==> src/design/mdci_regs.svh <==
// Register addresses, field positions, frame constants and reset values of the command interface.
`ifndef MDCI_REGS_SVH
`define MDCI_REGS_SVH

// Register addresses reached through write-multiple frames.
`define MDCI_ADDR_COMMAND_WORD   16'h2000
`define MDCI_ADDR_FREQ_SETPOINT  16'h2001
`define MDCI_ADDR_CONTROL_FLAGS  16'h2002
`define MDCI_ADDR_STATUS_WORD    16'h2100

// Command word fields.
`define MDCI_CMD_RUN_LSB         0
`define MDCI_CMD_DIR_LSB         4
`define MDCI_CMD_RAMP_LSB        6
`define MDCI_CMD_STEP_LSB        8
`define MDCI_CMD_FIELD_ENABLE    12

// Control flag word fields.
`define MDCI_FLAG_EXT_FAULT      0
`define MDCI_FLAG_FAULT_RESET    1
`define MDCI_FLAG_BASE_BLOCK     2

// Frame layout and check constants.
`define MDCI_FUNC_WRITE_MULTI    8'h10
`define MDCI_HEADER_BYTES        7
`define MDCI_MAX_WORDS           20
`define MDCI_CRC_PRESET          16'hffff
`define MDCI_CRC_POLY            16'ha001
`define MDCI_CHAR_START          8'h3a
`define MDCI_CHAR_CR             8'h0d
`define MDCI_CHAR_LF             8'h0a

// Reset values.
`define MDCI_RESET_WORD          16'h0000
`define MDCI_RESET_BYTE          8'h00

`endif

==> src/design/mdci_pkg.sv <==
// Types shared by the command interface modules.
package mdci_pkg;

  typedef enum logic [2:0] {
    ST_RECV,
    ST_CHECK,
    ST_APPLY,
    ST_CALC,
    ST_REPLY
  } mdci_state_t;

  // One decoded frame byte with its framing marks.
  typedef struct packed {
    logic [7:0] data;
    logic       valid;
    logic       start;
    logic       last;
    logic       err;
  } mdci_rx_byte_t;

  // Decoded drive controls.
  typedef struct packed {
    logic [15:0] commandWord;
    logic        runEnable;
    logic        inchRun;
    logic        backwardRotation;
    logic [1:0]  rampSet;
    logic [3:0]  stepSpeed;
    logic [15:0] frequencySetpoint;
    logic        externalFault;
    logic        faultReset;
    logic        baseBlock;
  } mdci_drive_ctl_t;

endpackage

==> src/design/mdci_crc16.sv <==
// Byte-wide check register engine for RTU frames.
`timescale 1ns/1ps
`default_nettype none
`include "mdci_regs.svh"

module mdci_crc16 (
  // Clock and reset
  input  wire logic        sys_clk,
  input  wire logic        reset,
  // Byte feed
  input  wire logic        init,
  input  wire logic        byteValid,
  input  wire logic [7:0]  byteData,
  // Running check value
  output logic      [15:0] crc
);

  logic [15:0] crc_reg;
  logic [15:0] crc_next;

  function automatic logic [15:0] crcStep(input logic [15:0] seed, input logic [7:0] b);
    logic [15:0] c;
    c = seed ^ {8'h00, b};
    for (int i = 0; i < 8; i++) begin
      if (c[0]) begin
        c = (c >> 1) ^ `MDCI_CRC_POLY;
      end else begin
        c = c >> 1;
      end
    end
    return c;
  endfunction

  always_comb begin
    crc_next = crc_reg;
    if (byteValid) begin
      crc_next = crcStep(init ? `MDCI_CRC_PRESET : crc_reg, byteData);
    end else if (init) begin
      crc_next = `MDCI_CRC_PRESET;
    end
  end

  always_ff @(posedge sys_clk or posedge reset) begin
    if (reset) begin
      crc_reg <= `MDCI_CRC_PRESET;
    end else begin
      crc_reg <= crc_next;
    end
  end

  assign crc = crc_reg;

endmodule
`default_nettype wire

==> src/design/mdci_ascii_rx.sv <==
// Receive framer: passes RTU bytes through, or pairs ASCII hex characters into bytes.
`timescale 1ns/1ps
`default_nettype none
`include "mdci_regs.svh"

module mdci_ascii_rx (
  // Clock and reset
  input  wire logic                   sys_clk,
  input  wire logic                   reset,
  // Mode
  input  wire logic                   asciiMode,
  // Character stream
  input  wire logic [7:0]             rxChar,
  input  wire logic                   rxCharValid,
  input  wire logic                   rxGap,
  // Framed bytes
  output mdci_pkg::mdci_rx_byte_t     rxByte
);

  mdci_pkg::mdci_rx_byte_t out_reg;
  mdci_pkg::mdci_rx_byte_t out_next;
  logic                    inFrame_reg;
  logic                    inFrame_next;
  logic                    half_reg;
  logic                    half_next;
  logic [3:0]              hi_reg;
  logic [3:0]              hi_next;
  logic [4:0]              nib;

  // Bit 4 flags a character that is not a hex digit.
  always_comb begin
    nib = 5'h10;
    if (rxChar >= 8'h30 && rxChar <= 8'h39) nib = {1'b0, rxChar[3:0]};
    else if ((rxChar >= 8'h41 && rxChar <= 8'h46) || (rxChar >= 8'h61 && rxChar <= 8'h66))
      nib = {1'b0, 4'(rxChar[3:0] + 4'h9)};
  end

  always_comb begin
    out_next     = '0;
    inFrame_next = inFrame_reg;
    half_next    = half_reg;
    hi_next      = hi_reg;
    if (!asciiMode) begin
      out_next.data  = rxChar;
      out_next.valid = rxCharValid;
      out_next.last  = rxGap;
    end else if (rxCharValid) begin
      if (rxChar == `MDCI_CHAR_START) begin
        out_next.start = 1'b1;
        inFrame_next   = 1'b1;
        half_next      = 1'b0;
      end else if (inFrame_reg) begin
        if (rxChar == `MDCI_CHAR_LF) begin
          out_next.last = 1'b1;
          out_next.err  = half_reg;
          inFrame_next  = 1'b0;
        end else if (rxChar != `MDCI_CHAR_CR) begin
          if (nib[4]) begin
            out_next.err = 1'b1;
          end else if (!half_reg) begin
            hi_next   = nib[3:0];
            half_next = 1'b1;
          end else begin
            out_next.data  = {hi_reg, nib[3:0]};
            out_next.valid = 1'b1;
            half_next      = 1'b0;
          end
        end
      end
    end
  end

  always_ff @(posedge sys_clk or posedge reset) begin
    if (reset) begin
      out_reg     <= '0;
      inFrame_reg <= 1'b0;
      half_reg    <= 1'b0;
      hi_reg      <= 4'h0;
    end else begin
      out_reg     <= out_next;
      inFrame_reg <= inFrame_next;
      half_reg    <= half_next;
      hi_reg      <= hi_next;
    end
  end

  assign rxByte = out_reg;

endmodule
`default_nettype wire

==> src/design/mdci_top.sv <==
// Serial slave command interpreter of a motor drive: write-multiple frames to drive registers.
//
// Notes on behaviour
// - RTU write-multiple: address, 10H, start, count, byte count, data high first, check.
// - ASCII check is negated byte sum from address to last data byte.
// - RTU check register starts at all ones before the first byte.
// - Each byte is XORed into the low byte of the check register.
// - Shift right zero fill; if a one fell out, XOR the reflected polynomial.
// - Eight shifts per byte; final register value is the check value.
// - RTU check value goes out low byte first, high byte second.
// - Parameter address: high byte is group, low byte is number within group.
// - Command bits 5..4: none, forward, reverse, change direction; bits 3..2 reserved.
// - Command bits 7..6 pick one of four ramp sets.
// - Command bits 11..8: zero is master speed, else one of fifteen step speeds.
// - Ramp and step fields act only when bit 12 is set.
// - Control flags: bit 0 external fault, bit 1 fault reset, bit 2 base block.
// - Status word holds warning code high byte, fault code low byte.
// - One write-multiple request carries at most twenty words.
`timescale 1ns/1ps
`default_nettype none
`include "mdci_regs.svh"

module mdci_top #(
  parameter int MAX_WORDS = `MDCI_MAX_WORDS
) (
  // Clock and reset
  input  wire logic                    sys_clk,
  input  wire logic                    reset,
  // Configuration
  input  wire logic                    asciiMode,
  input  wire logic [7:0]              stationAddress,
  // Receive character stream
  input  wire logic [7:0]              rxChar,
  input  wire logic                    rxCharValid,
  input  wire logic                    rxGap,
  // Transmit character stream
  output logic      [7:0]              txChar,
  output logic                         txValid,
  input  wire logic                    txReady,
  // Drive state in
  input  wire logic [7:0]              warningCode,
  input  wire logic [7:0]              faultCode,
  // Drive controls out
  output mdci_pkg::mdci_drive_ctl_t    driveCtl,
  output logic      [15:0]             statusWord,
  // Parameter writes
  output logic                         paramWrite,
  output logic      [7:0]              paramGroup,
  output logic      [7:0]              paramIndex,
  output logic      [15:0]             paramData,
  // Frame outcome
  output logic                         frameAccepted,
  output logic                         frameRejected
);

  localparam int AW = $clog2(MAX_WORDS + 1);

  mdci_pkg::mdci_rx_byte_t rxB;
  logic [15:0]             crc;
  logic                    crcInit;
  logic                    crcValid;
  logic [7:0]              crcByte;

  mdci_pkg::mdci_state_t   state_reg, state_next;
  logic [5:0]              idx_reg, idx_next;
  logic                    bad_reg, bad_next;
  logic [7:0]              addr_reg, addr_next;
  logic [7:0]              func_reg, func_next;
  logic [15:0]             start_reg, start_next;
  logic [15:0]             count_reg, count_next;
  logic [7:0]              bcnt_reg, bcnt_next;
  logic [15:0]             chk_reg, chk_next;
  logic [7:0]              lrc_reg, lrc_next;
  logic [15:0]             buf_reg [MAX_WORDS];
  logic [15:0]             buf_next [MAX_WORDS];
  logic [AW-1:0]           applyIdx_reg, applyIdx_next;
  logic [4:0]              step_reg, step_next;
  logic [7:0]              txChar_reg, txChar_next;
  logic                    txValid_reg, txValid_next;
  logic                    acc_reg, acc_next;
  logic                    rej_reg, rej_next;

  mdci_ascii_rx u_rx (
    .sys_clk     (sys_clk),
    .reset       (reset),
    .asciiMode   (asciiMode),
    .rxChar      (rxChar),
    .rxCharValid (rxCharValid),
    .rxGap       (rxGap),
    .rxByte      (rxB)
  );

  mdci_crc16 u_crc (
    .sys_clk   (sys_clk),
    .reset     (reset),
    .init      (crcInit),
    .byteValid (crcValid),
    .byteData  (crcByte),
    .crc       (crc)
  );

  logic [8:0] bodyEnd;
  logic [8:0] idxWide;
  logic [8:0] chkPos;
  logic [5:0] dataPos;
  logic [4:0] lastStep;
  logic [7:0] lrcValue;
  logic       frameOk;

  assign bodyEnd  = 9'(`MDCI_HEADER_BYTES) + {1'b0, bcnt_reg};
  assign idxWide  = {3'b000, idx_reg};
  assign chkPos   = idxWide - bodyEnd;
  assign dataPos  = idx_reg - 6'(`MDCI_HEADER_BYTES);
  assign lrcValue = 8'(-lrc_reg);
  assign lastStep = asciiMode ? 5'h10 : 5'h07;

  // Byte i of the answer; index 6 and 7 are the check bytes.
  function automatic logic [7:0] replyByte(input logic [3:0] i);
    case (i)
      4'h0:    replyByte = addr_reg;
      4'h1:    replyByte = func_reg;
      4'h2:    replyByte = start_reg[15:8];
      4'h3:    replyByte = start_reg[7:0];
      4'h4:    replyByte = count_reg[15:8];
      4'h5:    replyByte = count_reg[7:0];
      4'h6:    replyByte = asciiMode ? lrcValue : crc[7:0];
      default: replyByte = crc[15:8];
    endcase
  endfunction

  function automatic logic [7:0] hexChar(input logic [3:0] n);
    hexChar = (n < 4'ha) ? (8'h30 + {4'h0, n}) : (8'h37 + {4'h0, n});
  endfunction

  // Character sent at a given step of the answer.
  function automatic logic [7:0] replyChar(input logic [4:0] s);
    logic [4:0] k;
    logic [7:0] b;
    k = s - 5'h01;
    b = replyByte(k[4:1]);
    if (!asciiMode) replyChar = replyByte(s[3:0]);
    else if (s == 5'h00) replyChar = `MDCI_CHAR_START;
    else if (s == 5'h0f) replyChar = `MDCI_CHAR_CR;
    else if (s == 5'h10) replyChar = `MDCI_CHAR_LF;
    else replyChar = hexChar(k[0] ? b[3:0] : b[7:4]);
  endfunction

  // Everything a request must satisfy before any register is touched.
  always_comb begin
    frameOk = !bad_reg && addr_reg == stationAddress
              && func_reg == `MDCI_FUNC_WRITE_MULTI
              && count_reg != 16'h0000 && count_reg <= 16'(MAX_WORDS)
              && {8'h00, bcnt_reg} == {count_reg[14:0], 1'b0}
              && chkPos == (asciiMode ? 9'h001 : 9'h002);
    if (asciiMode) frameOk = frameOk && chk_reg[7:0] == lrcValue;
    else frameOk = frameOk && chk_reg == crc;
  end

  always_comb begin
    state_next    = state_reg;
    idx_next      = idx_reg;
    bad_next      = bad_reg;
    addr_next     = addr_reg;
    func_next     = func_reg;
    start_next    = start_reg;
    count_next    = count_reg;
    bcnt_next     = bcnt_reg;
    chk_next      = chk_reg;
    lrc_next      = lrc_reg;
    buf_next      = buf_reg;
    applyIdx_next = applyIdx_reg;
    step_next     = step_reg;
    txChar_next   = txChar_reg;
    txValid_next  = txValid_reg;
    acc_next      = 1'b0;
    rej_next      = 1'b0;
    crcInit       = 1'b0;
    crcValid      = 1'b0;
    crcByte       = rxB.data;
    case (state_reg)
      mdci_pkg::ST_RECV: begin
        if (rxB.err) bad_next = 1'b1;
        if (rxB.start) begin
          idx_next = 6'h00;
          bad_next = 1'b0;
        end else if (rxB.last) begin
          if (idx_reg != 6'h00) state_next = mdci_pkg::ST_CHECK;
        end else begin
          if (rxB.valid) begin
            if (idx_reg < 6'(`MDCI_HEADER_BYTES) || idxWide < bodyEnd) begin
              crcInit  = (idx_reg == 6'h00);
              crcValid = 1'b1;
              lrc_next = (idx_reg == 6'h00) ? rxB.data : 8'(lrc_reg + rxB.data);
              case (idx_reg)
                6'h00:   addr_next = rxB.data;
                6'h01:   func_next = rxB.data;
                6'h02:   start_next[15:8] = rxB.data;
                6'h03:   start_next[7:0] = rxB.data;
                6'h04:   count_next[15:8] = rxB.data;
                6'h05:   count_next[7:0] = rxB.data;
                6'h06:   bcnt_next = rxB.data;
                default: begin
                  if (32'(dataPos[5:1]) < MAX_WORDS) begin
                    if (!dataPos[0]) buf_next[dataPos[5:1]][15:8] = rxB.data;
                    else buf_next[dataPos[5:1]][7:0] = rxB.data;
                  end
                end
              endcase
            end else if (chkPos == 9'h000) begin
              chk_next[7:0] = rxB.data;
            end else if (chkPos == 9'h001) begin
              chk_next[15:8] = rxB.data;
            end
            if (idx_reg == 6'h3f) bad_next = 1'b1;
            else idx_next = idx_reg + 6'h01;
          end
        end
      end
      mdci_pkg::ST_CHECK: begin
        idx_next = 6'h00;
        bad_next = 1'b0;
        if (frameOk) begin
          acc_next      = 1'b1;
          applyIdx_next = '0;
          state_next    = mdci_pkg::ST_APPLY;
        end else begin
          rej_next   = 1'b1;
          state_next = mdci_pkg::ST_RECV;
        end
      end
      mdci_pkg::ST_APPLY: begin
        applyIdx_next = applyIdx_reg + 1'b1;
        if (16'(applyIdx_reg) == count_reg - 16'h0001) begin
          step_next  = 5'h00;
          state_next = mdci_pkg::ST_CALC;
        end
      end
      mdci_pkg::ST_CALC: begin
        // A fresh check is built over the six echoed bytes before sending.
        crcInit   = (step_reg == 5'h00);
        crcValid  = 1'b1;
        crcByte   = replyByte(step_reg[3:0]);
        lrc_next  = (step_reg == 5'h00) ? crcByte : 8'(lrc_reg + crcByte);
        step_next = step_reg + 5'h01;
        if (step_reg == 5'h05) begin
          step_next    = 5'h00;
          state_next   = mdci_pkg::ST_REPLY;
          txValid_next = 1'b1;
          txChar_next  = asciiMode ? `MDCI_CHAR_START : addr_reg;
        end
      end
      mdci_pkg::ST_REPLY: begin
        if (txValid_reg && txReady) begin
          if (step_reg == lastStep) begin
            txValid_next = 1'b0;
            state_next   = mdci_pkg::ST_RECV;
          end else begin
            step_next   = step_reg + 5'h01;
            txChar_next = replyChar(step_reg + 5'h01);
          end
        end
      end
      default: state_next = mdci_pkg::ST_RECV;
    endcase
  end

  always_ff @(posedge sys_clk or posedge reset) begin
    if (reset) begin
      state_reg    <= mdci_pkg::ST_RECV;
      idx_reg      <= 6'h00;
      bad_reg      <= 1'b0;
      addr_reg     <= `MDCI_RESET_BYTE;
      func_reg     <= `MDCI_RESET_BYTE;
      start_reg    <= `MDCI_RESET_WORD;
      count_reg    <= `MDCI_RESET_WORD;
      bcnt_reg     <= `MDCI_RESET_BYTE;
      chk_reg      <= `MDCI_RESET_WORD;
      lrc_reg      <= `MDCI_RESET_BYTE;
      applyIdx_reg <= '0;
      step_reg     <= 5'h00;
      txChar_reg   <= `MDCI_RESET_BYTE;
      txValid_reg  <= 1'b0;
      acc_reg      <= 1'b0;
      rej_reg      <= 1'b0;
      for (int i = 0; i < MAX_WORDS; i++) buf_reg[i] <= `MDCI_RESET_WORD;
    end else begin
      state_reg    <= state_next;
      idx_reg      <= idx_next;
      bad_reg      <= bad_next;
      addr_reg     <= addr_next;
      func_reg     <= func_next;
      start_reg    <= start_next;
      count_reg    <= count_next;
      bcnt_reg     <= bcnt_next;
      chk_reg      <= chk_next;
      lrc_reg      <= lrc_next;
      applyIdx_reg <= applyIdx_next;
      step_reg     <= step_next;
      txChar_reg   <= txChar_next;
      txValid_reg  <= txValid_next;
      acc_reg      <= acc_next;
      rej_reg      <= rej_next;
      buf_reg      <= buf_next;
    end
  end

  // Drive-side register group: one buffered word lands per cycle in the apply state.
  mdci_pkg::mdci_drive_ctl_t drv_reg, drv_next;
  logic [15:0]               status_reg, status_next;
  logic                      pw_reg, pw_next;
  logic [15:0]               paddr_reg, paddr_next;
  logic [15:0]               pdata_reg, pdata_next;
  logic [15:0]               wAddr;
  logic [15:0]               wData;

  assign wAddr = start_reg + 16'(applyIdx_reg);
  assign wData = buf_reg[applyIdx_reg];

  always_comb begin
    drv_next            = drv_reg;
    drv_next.faultReset = 1'b0;
    pw_next             = 1'b0;
    paddr_next          = paddr_reg;
    pdata_next          = pdata_reg;
    status_next         = {warningCode, faultCode};
    if (state_reg == mdci_pkg::ST_APPLY) begin
      case (wAddr)
        `MDCI_ADDR_COMMAND_WORD: begin
          drv_next.commandWord = wData;
          case (wData[`MDCI_CMD_RUN_LSB +: 2])
            2'b01:   begin drv_next.runEnable = 1'b0; drv_next.inchRun = 1'b0; end
            2'b10:   begin drv_next.runEnable = 1'b1; drv_next.inchRun = 1'b0; end
            2'b11:   begin drv_next.runEnable = 1'b1; drv_next.inchRun = 1'b1; end
            default: drv_next.runEnable = drv_reg.runEnable;
          endcase
          case (wData[`MDCI_CMD_DIR_LSB +: 2])
            2'b01:   drv_next.backwardRotation = 1'b0;
            2'b10:   drv_next.backwardRotation = 1'b1;
            2'b11:   drv_next.backwardRotation = !drv_reg.backwardRotation;
            default: drv_next.backwardRotation = drv_reg.backwardRotation;
          endcase
          if (wData[`MDCI_CMD_FIELD_ENABLE]) begin
            drv_next.rampSet   = wData[`MDCI_CMD_RAMP_LSB +: 2];
            drv_next.stepSpeed = wData[`MDCI_CMD_STEP_LSB +: 4];
          end
        end
        `MDCI_ADDR_FREQ_SETPOINT: drv_next.frequencySetpoint = wData;
        `MDCI_ADDR_CONTROL_FLAGS: begin
          drv_next.externalFault = wData[`MDCI_FLAG_EXT_FAULT];
          drv_next.faultReset    = wData[`MDCI_FLAG_FAULT_RESET];
          drv_next.baseBlock     = wData[`MDCI_FLAG_BASE_BLOCK];
        end
        // The status word is read-only; writes to it are dropped.
        `MDCI_ADDR_STATUS_WORD: pw_next = 1'b0;
        default: begin
          pw_next    = 1'b1;
          paddr_next = wAddr;
          pdata_next = wData;
        end
      endcase
    end
  end

  always_ff @(posedge sys_clk or posedge reset) begin
    if (reset) begin
      drv_reg    <= '0;
      status_reg <= `MDCI_RESET_WORD;
      pw_reg     <= 1'b0;
      paddr_reg  <= `MDCI_RESET_WORD;
      pdata_reg  <= `MDCI_RESET_WORD;
    end else begin
      drv_reg    <= drv_next;
      status_reg <= status_next;
      pw_reg     <= pw_next;
      paddr_reg  <= paddr_next;
      pdata_reg  <= pdata_next;
    end
  end

  assign txChar        = txChar_reg;
  assign txValid       = txValid_reg;
  assign driveCtl      = drv_reg;
  assign statusWord    = status_reg;
  assign paramWrite    = pw_reg;
  assign paramGroup    = paddr_reg[15:8];
  assign paramIndex    = paddr_reg[7:0];
  assign paramData     = pdata_reg;
  assign frameAccepted = acc_reg;
  assign frameRejected = rej_reg;

endmodule
`default_nettype wire

==> config.mk <==
export PLATFORM = sky130hd
export DESIGN_NAME = mdci_top
export DESIGN_NICKNAME = d
export VERILOG_FILES = /design/src/design/mdci_pkg.sv /design/src/design/mdci_crc16.sv /design/src/design/mdci_ascii_rx.sv /design/src/design/mdci_top.sv
export VERILOG_INCLUDE_DIRS = /design/src /design/src/design
export SDC_FILE = /design/constraint.sdc
export NUM_CORES = 1
export LEC_CHECK = 0
export BUFFER_PORTS_ARGS = -buffer_cell sky130_fd_sc_hd__buf_2
export CORE_MARGIN = 2
export CORE_UTILIZATION = 50
export CTS_BUF_LIST = sky130_fd_sc_hd__clkbuf_8 sky130_fd_sc_hd__clkbuf_16
export DETAILED_ROUTE_END_ITERATION = 8
export PLACE_DENSITY = 0.75
export SLEW_MARGIN = 20
export SYNTH_ARGS = -nofsm -noshare
export SYNTH_HDL_FRONTEND = slang
export SYNTH_SLANG_ARGS = --single-unit
==> constraint.sdc <==
create_clock -name sys_clk -period 26.6 [get_ports sys_clk]
set_input_delay 2.66 -clock sys_clk [delete_from_list [all_inputs] [get_ports sys_clk]]
set_output_delay 2.66 -clock sys_clk [all_outputs]
set_load 0.05 [all_outputs]
==> results of run 1 <==
[metrics by stage]
step | cells | hold WS [ns]
after floorplan | 2450 | 0.451
after global placement | 3211 | 0.452
after detailed placement | 3211 | 0.465
after CTS | 3319 | 0.478
after global routing | 3319 | 0.507
final | 3320 | 0.476
[metal layers]
layer	wire length, µm	up-vias	GRT usage, %
met2	39100	860	44.4
met1	35800	10921	38.4
met3	5950	179	4.69
met4	3040	0	9.82
met5	0	-	0
li1	-	9101	-
[power by group through the flow]
stage	clock network (µW)	registers, µW	logic, µW
2_1_floorplan	0	989	480
3_3_place_gp	0	1080	557
3_5_place_dp	0	1080	576
4_1_cts	821	1070	581
5_1_grt	856	1080	648
6_report	809	1070	586
[critical path: stages]
cell	delay [ns]
buf_2	0.59
inv_1	0.57
o31ai_1	0.48
a222oi_1	0.22
a21oi_1	0.30
xnor2_2	0.16
xnor3_1	0.44
xor3_2	0.27
xnor3_2	0.40
o31ai_1	0.24
a21oi_1	0.11
[synthesized netlist by cell type, drive strengths merged (10+ instances only)]
cell type  count  area share, %
nand2b        19           0.46
nor4          13           0.35
ha            44            1.9
mux2i         24           0.82
o22ai         12           0.26
nor3          39           0.74
xor2          20           0.60
o2bb2ai       13           0.39
xnor2         86            2.6
a221oi        10           0.30
dfstp         16            1.4
mux4          99            7.6
o211ai        15           0.38
nand3         43           0.73
a211oi        10           0.26
o31ai         16           0.41
and3          13           0.28
a21oi        106            1.8
nand4         19           0.40
a31oi         16           0.34
buf           49           0.97
a22oi         19           0.49
clkbuf       127            1.6
o21ai         95            1.6
inv           72           0.92
nor2          98            1.3
nor2b         24           0.51
or3           15           0.32
nand2        171            2.2
mux2         446             17
and2          16           0.34
dfrtp        542             46
o21a          14           0.36
a21o          14           0.36
a22o          12           0.36
a222oi        15           0.51
[area by class of cell]
| cell class | instances | share of cell area [%] |
|---|---|---|
| multi-input cells | 1644 | 44.3 |
| well taps | 765 | 2.94 |
| clock buffers | 67 | 4.91 |
| inverters | 72 | 0.854 |
| flip-flops and latches | 558 | 43.1 |
| repair buffers | 172 | 2.95 |
| diodes | 1 | 0.00770 |
| clock inverters | 41 | 0.954 |
[worst paths after layout]
path	startpoint	endpoint	slack, ns	depth (start not counted)
max in group asynchronous	reset	bcnt_reg[4]	22.48	4
hold reg to reg	driveCtl[29]	driveCtl[29]	0.48	2
min in group asynchronous	reset	statusWord[1]	2.08	2
hold / removal	driveCtl[29]	driveCtl[29]	0.48	2
setup reg to reg	step_reg[0]	u_crc.crc[0]	21.47	12
setup / recovery	asciiMode	u_crc.crc[0]	20.64	11
[kinds of logic (layout without fill, tap and decap cells)]
family                   count (synthesis)  count (layout)
multiplexers                           569             569
flip-flops                             558             558
AND/OR/NAND/NOR                        505             505
AO/OA/AOI/OAI                          413             413
buffers and inverters                  248             352
XOR/XNOR                               109             109
adder cells (fa/ha/maj)                 48              48
other                                    0               1
==> results.yml, run 1 <==
cts:
  cts-hold-fix-buffers: 0
  cts_buffers: 59
  postCtsSetupRepairBufs: 0
  clock_latency_ns: 0.65
  cts_max_path_buffers: 3
  h-tree-depth: 2
  cts-resized-gates: 0
  cts_tree: "done"
  clock_sinks: 558
  path_clk_slew_ns: 0.06
  clock-root-buffer: "clkbuf_16"
die:
  start_util_pct: 50.8
  die_area_um2: 60800
  die_x_um: 246
  rows: 88
  num_io_pins: 142
  dieHeight_um: 246
  core_um2: 57900
yosys:
  synthFlopType: "dfrtp_1"
  synth_edf_count: 0
  synth_xor_xnor_area_share_pct: 3.43
  synth_cell_types: 91
  synth_compound_area_share_pct: 9.26
  synth-simple-area-share_pct: 8.52
  synthAdderAreaFrac_pct: 2.14
  synthesis.nets: 2536
  muxShareOfSynthArea_pct: 25.6
  synth_top_family_by_area: "multiplexers"
  synth_warnings: 0
  synth_area_per_cell_um2: 12.0
  yosysSeqAreaShare_pct: 47.6
  syn-cell-area_um2: 29400
  yosys_register_bits: 558
  syn_inst: 2450
  async_flop_share_pct: 100
sta:
  max_freq_mhz: 168
  fin_setup_tns_ns: 0
  hold_viol_final: 0
  fin_crit_ns: 5.96
  rsz0062_at_grt: "no"
  tightestPinTransition_ns: 1.01
  maxSlewViolCount: 0
  relSlewSlack_pct: 32.5
  fin_worst_skew_ns: 0.0432
  setup_violations: 0
  worst_slack_ns: 20.64
  min_period_over_period_pct: 22.4
grt:
  grt_pass1_wl_mm: 129
  grt_pass1_vias: 21032
  grt_usage_pct: 27.8
  grt_overflow_total: 0
  antenna_found_initial: 1
  grt_start_max_net_pins: 182
power_and_ir_drop:
  total_power_uw: 2470
  leakage_uw: 0.0155
  power_frac_seq_pct: 43.5
  pwr-share-clk_pct: 32.7
  irDropWorstVdd_v: 0.0000590
  sw_frac_of_total_pct: 33.8
  powerDensity_nw_per_um2: 76.0
  switchingPower_uw: 835
  p_int_uw: 1630
  p_comb_share_pct: 23.7
placement:
  place.port_buffers: 141
  dp_hpwl_mm: 56.9
  gp_congestion: 1.02
  pre_cts_slack_ns: 20.07
  placed_cell_area_um2: 30600
cells_and_area:
  largest_reg_flops: 320
  final_cell_mix: "dfrtp_1 (533), mux2_2 (433), nand2_1 (168), buf_2 (141), a21oi_1 (104)"
  areaGrowthSynthToFinish_pct: 10.6
  drive_above_1_share_pct: 33.6
  fillers: 4695
  final_area_um2: 32500
  final_common_cell: "dfrtp_1"
  fin_nets: 2593
  regArea_um2: 14000
  final_util_pct: 56.1
  multi_input_area_um2: 14400
worst_setup_path:
  required_ns: 27.12
  critPathMaxFanout: 32
  critPathArrivalTime_ns: 6.48
  cp-end-kind: "register"
  crit_path_start_kind: "input pin"
  critPathKind: "input pin to register"
min_path:
  hp-class: "register to register"
detailed_routing:
  firstDrtPassIters: 9
  num_vias: 21061
  wl_per_cell_um: 25.3
  wirelength_mm: 83.9
  drc: 0
  drtIter0Drc: 1829
  ant_nets: 0
  viasPerCell: 6.34
run_status:
  status: "complete, no violations"
run:
  cap_viol_max_count: 0
Power figures use the tool's default switching activity.
==> run 2, diff against run 1 <==
PLACE_DENSITY = 0.78   (was 0.75)
clock period = 4.9 ns   (was 26.6 ns; I/O delays follow)
==> run 2 against run 1 <==
  * Critical path depth grew 7
  * Non-clock buffer count up 49
  * Utilization rose by 0.78 points
  * Cell count is 1.4% higher
  * Wire length rose by 3.5%
  * First-iteration DRC count rose by 8.3%
  * Flip-flop and latch count is the same
  * Sequential power grew to 5.4 times the previous value
==> results.yml, run 2 (same netlist as run 1, synthesis figures left out) <==
grt:
  grt_pass1_wl_mm: 134
  grt_usage_pct: 29.0
  grt_pass1_vias: 21612
  antenna_found_initial: 2
  grt_overflow_total: 0
  grt_start_max_net_pins: 149
cts:
  cts_tree: "done"
  cts_max_path_buffers: 3
  postCtsSetupRepairBufs: 0
  clock_sinks: 558
  clock-root-buffer: "clkbuf_16"
  h-tree-depth: 2
  path_clk_slew_ns: 0.06
  clock_latency_ns: 0.65
  cts_buffers: 58
  cts-resized-gates: 0
placement:
  place_inst: 3244
  dp_hpwl_mm: 59.3
  gp_congestion: 1.01
  place.port_buffers: 141
detailed_routing:
  firstDrtPassIters: 7
  wirelength_mm: 86.9
  wl_per_cell_um: 25.8
  drtIter0Drc: 1981
  drc: 0
  viasPerCell: 6.33
  num_vias: 21302
  ant_nets: 0
worst_setup_path:
  cpMaxStageDelayCell: "dfrtp_1"
  cp_top_family: "compound AO/OA/AOI/OAI gates"
  critPathKind: "register to register"
  r2r-end: "lrc_reg[7]"
  slowest_delay_ns: 0.59
  cp-end-kind: "register"
  required_ns: 5.44
  crit_path_cell_trace: "inv_2 -> ha_1 -> nor3_1 -> a21o_1 -> a211oi_1 -> buf_4 -> inv_1 -> ha_1 -> a21o_1 -> a21oi_1 -> o21bai_1 -> a21oi_1 -> o21bai_1 -> a21oi_1 -> xnor2_1 -> nand2_1 -> xor2_1 -> o22ai_1"
  crit_path_start_kind: "register"
  crit_buf_inv: 3
  crit-reg2reg-launch: "step_reg[0]"
  r2r_slack_ns: 0.54
  r2r_cells: 18
  crit_path_frequent_cell: "a21oi_1"
  critPathMaxFanout: 21
  critPathArrivalTime_ns: 4.90
min_path:
  hold_start: "rxGap"
  min_to: "u_rx.rxByte[1]"
  hp-class: "input pin to register"
  holdPathStages: 2
sta:
  hold_viol_final: 0
  setup_violations: 0
  fin_worst_skew_ns: 0.0458
  hold-worst-slack_ns: 0.0798
  max_freq_mhz: 229
  min_period_over_period_pct: 89.1
  tightestPinTransition_ns: 1.02
  fin_crit_ns: 4.36
  relSlewSlack_pct: 31.7
  maxSlewViolCount: 0
  rsz0062_at_grt: "no"
die:
  die_x_um: 246
  num_io_pins: 142
  dieHeight_um: 246
  start_util_pct: 50.8
  core_um2: 57900
  die_area_um2: 60800
  rows: 88
cells_and_area:
  fillers: 4582
  final_common_cell: "dfrtp_1"
  drive_above_1_share_pct: 34.1
  fin_nets: 2641
  instances_no_fill: 3367
  multi_input_area_um2: 14400
  final_cell_mix: "dfrtp_1 (533), mux2_2 (433), nand2_1 (168), buf_2 (141), a21oi_1 (105)"
  largest_reg_flops: 320
  areaGrowthSynthToFinish_pct: 12.1
  regArea_um2: 14000
run:
  cap_viol_max_count: 0
power_and_ir_drop:
  power_frac_seq_pct: 42.5
  pwr-share-clk_pct: 32.5
  leakage_uw: 0.0157
  powerDensity_nw_per_um2: 414
  switchingPower_uw: 4680
  p_int_uw: 8990
  sw_frac_of_total_pct: 34.2
  irDropWorstVdd_v: 0.000271
  p_comb_share_pct: 24.9
run_status:
  status: "complete, no violations"
[run 2: cell count changes in the layout (fill, tap and decap cells not counted), moves of 3 or more]
cell / previous run / this run
clkinv_2: 17 / 10
buf_4: 28 / 59
clkinvlp_4: 1 / 4
dlygate4sd3_1: 0 / 16
buf_12: 1 / 5
[run 2: routing by layer]
metal  GRT usage [%]  wire (µm)  vias up
met4            11.2       3380        0
met3            4.87       6320      199
met5               0          0        -
li1                -          -     9171
met2            45.8      40600      941
met1            40.3      36600    10991
[run 2: power by group through the flow]
stage / Sequential [µW] / Combinational, µW / Clock (µW)
final: 5810 / 3410 / 4450
after global routing: 5810 / 3740 / 4710
after CTS: 5760 / 3350 / 4490
after detailed placement: 5850 / 3320 / 0
after global placement: 5850 / 3240 / 0
after floorplan: 5370 / 2610 / 0
[run 2: worst max-delay path by stage]
stage	from	end	depth (start not counted)
6_report	step_reg[0]	lrc_reg[7]	18
5_1_grt	step_reg[0]	lrc_reg[7]	18
4_1_cts	bcnt_reg[2]	buf_reg[233]	11
3_5_place_dp	bcnt_reg[2]	buf_reg[107]	11
3_3_place_gp	bcnt_reg[0]	buf_reg[47]	11
2_1_floorplan	reset	addr_reg[0]	1
[run 2: what timing repair did]
item / 4_1_cts / 5_1_grt
hold buffers: 16 / 0
setup endpoints to repair: 0 / 0
endpoints found under the hold margin: 16 / 0
[run 2: stage by stage]
stage	setup slack, ns	setup TNS [ns]	instance area, µm²	util (%)	total power (µW)
2_1_floorplan	-3.17	-1736.31	29400	-	7980
3_3_place_gp	0.735	0	30900	53.3	9090
3_5_place_dp	0.593	0	30900	53.3	9170
4_1_cts	0.551	0	33000	56.9	13600
5_1_grt	0.227	0	33000	56.9	14300
6_report	0.536	0	33000	56.9	13700
[run 2: cell type report]
cell class                      instances  share of cell area (%)
Inverter                               72                   0.831
Tap cell                              765                    2.90
Timing Repair Buffer                  221                    4.27
Antenna cell                            1                 0.00759
Multi-Input combinational cell       1644                    43.7
Sequential cell                       558                    42.5
Clock buffer                           68                    4.85
Clock inverter                         38                   0.983
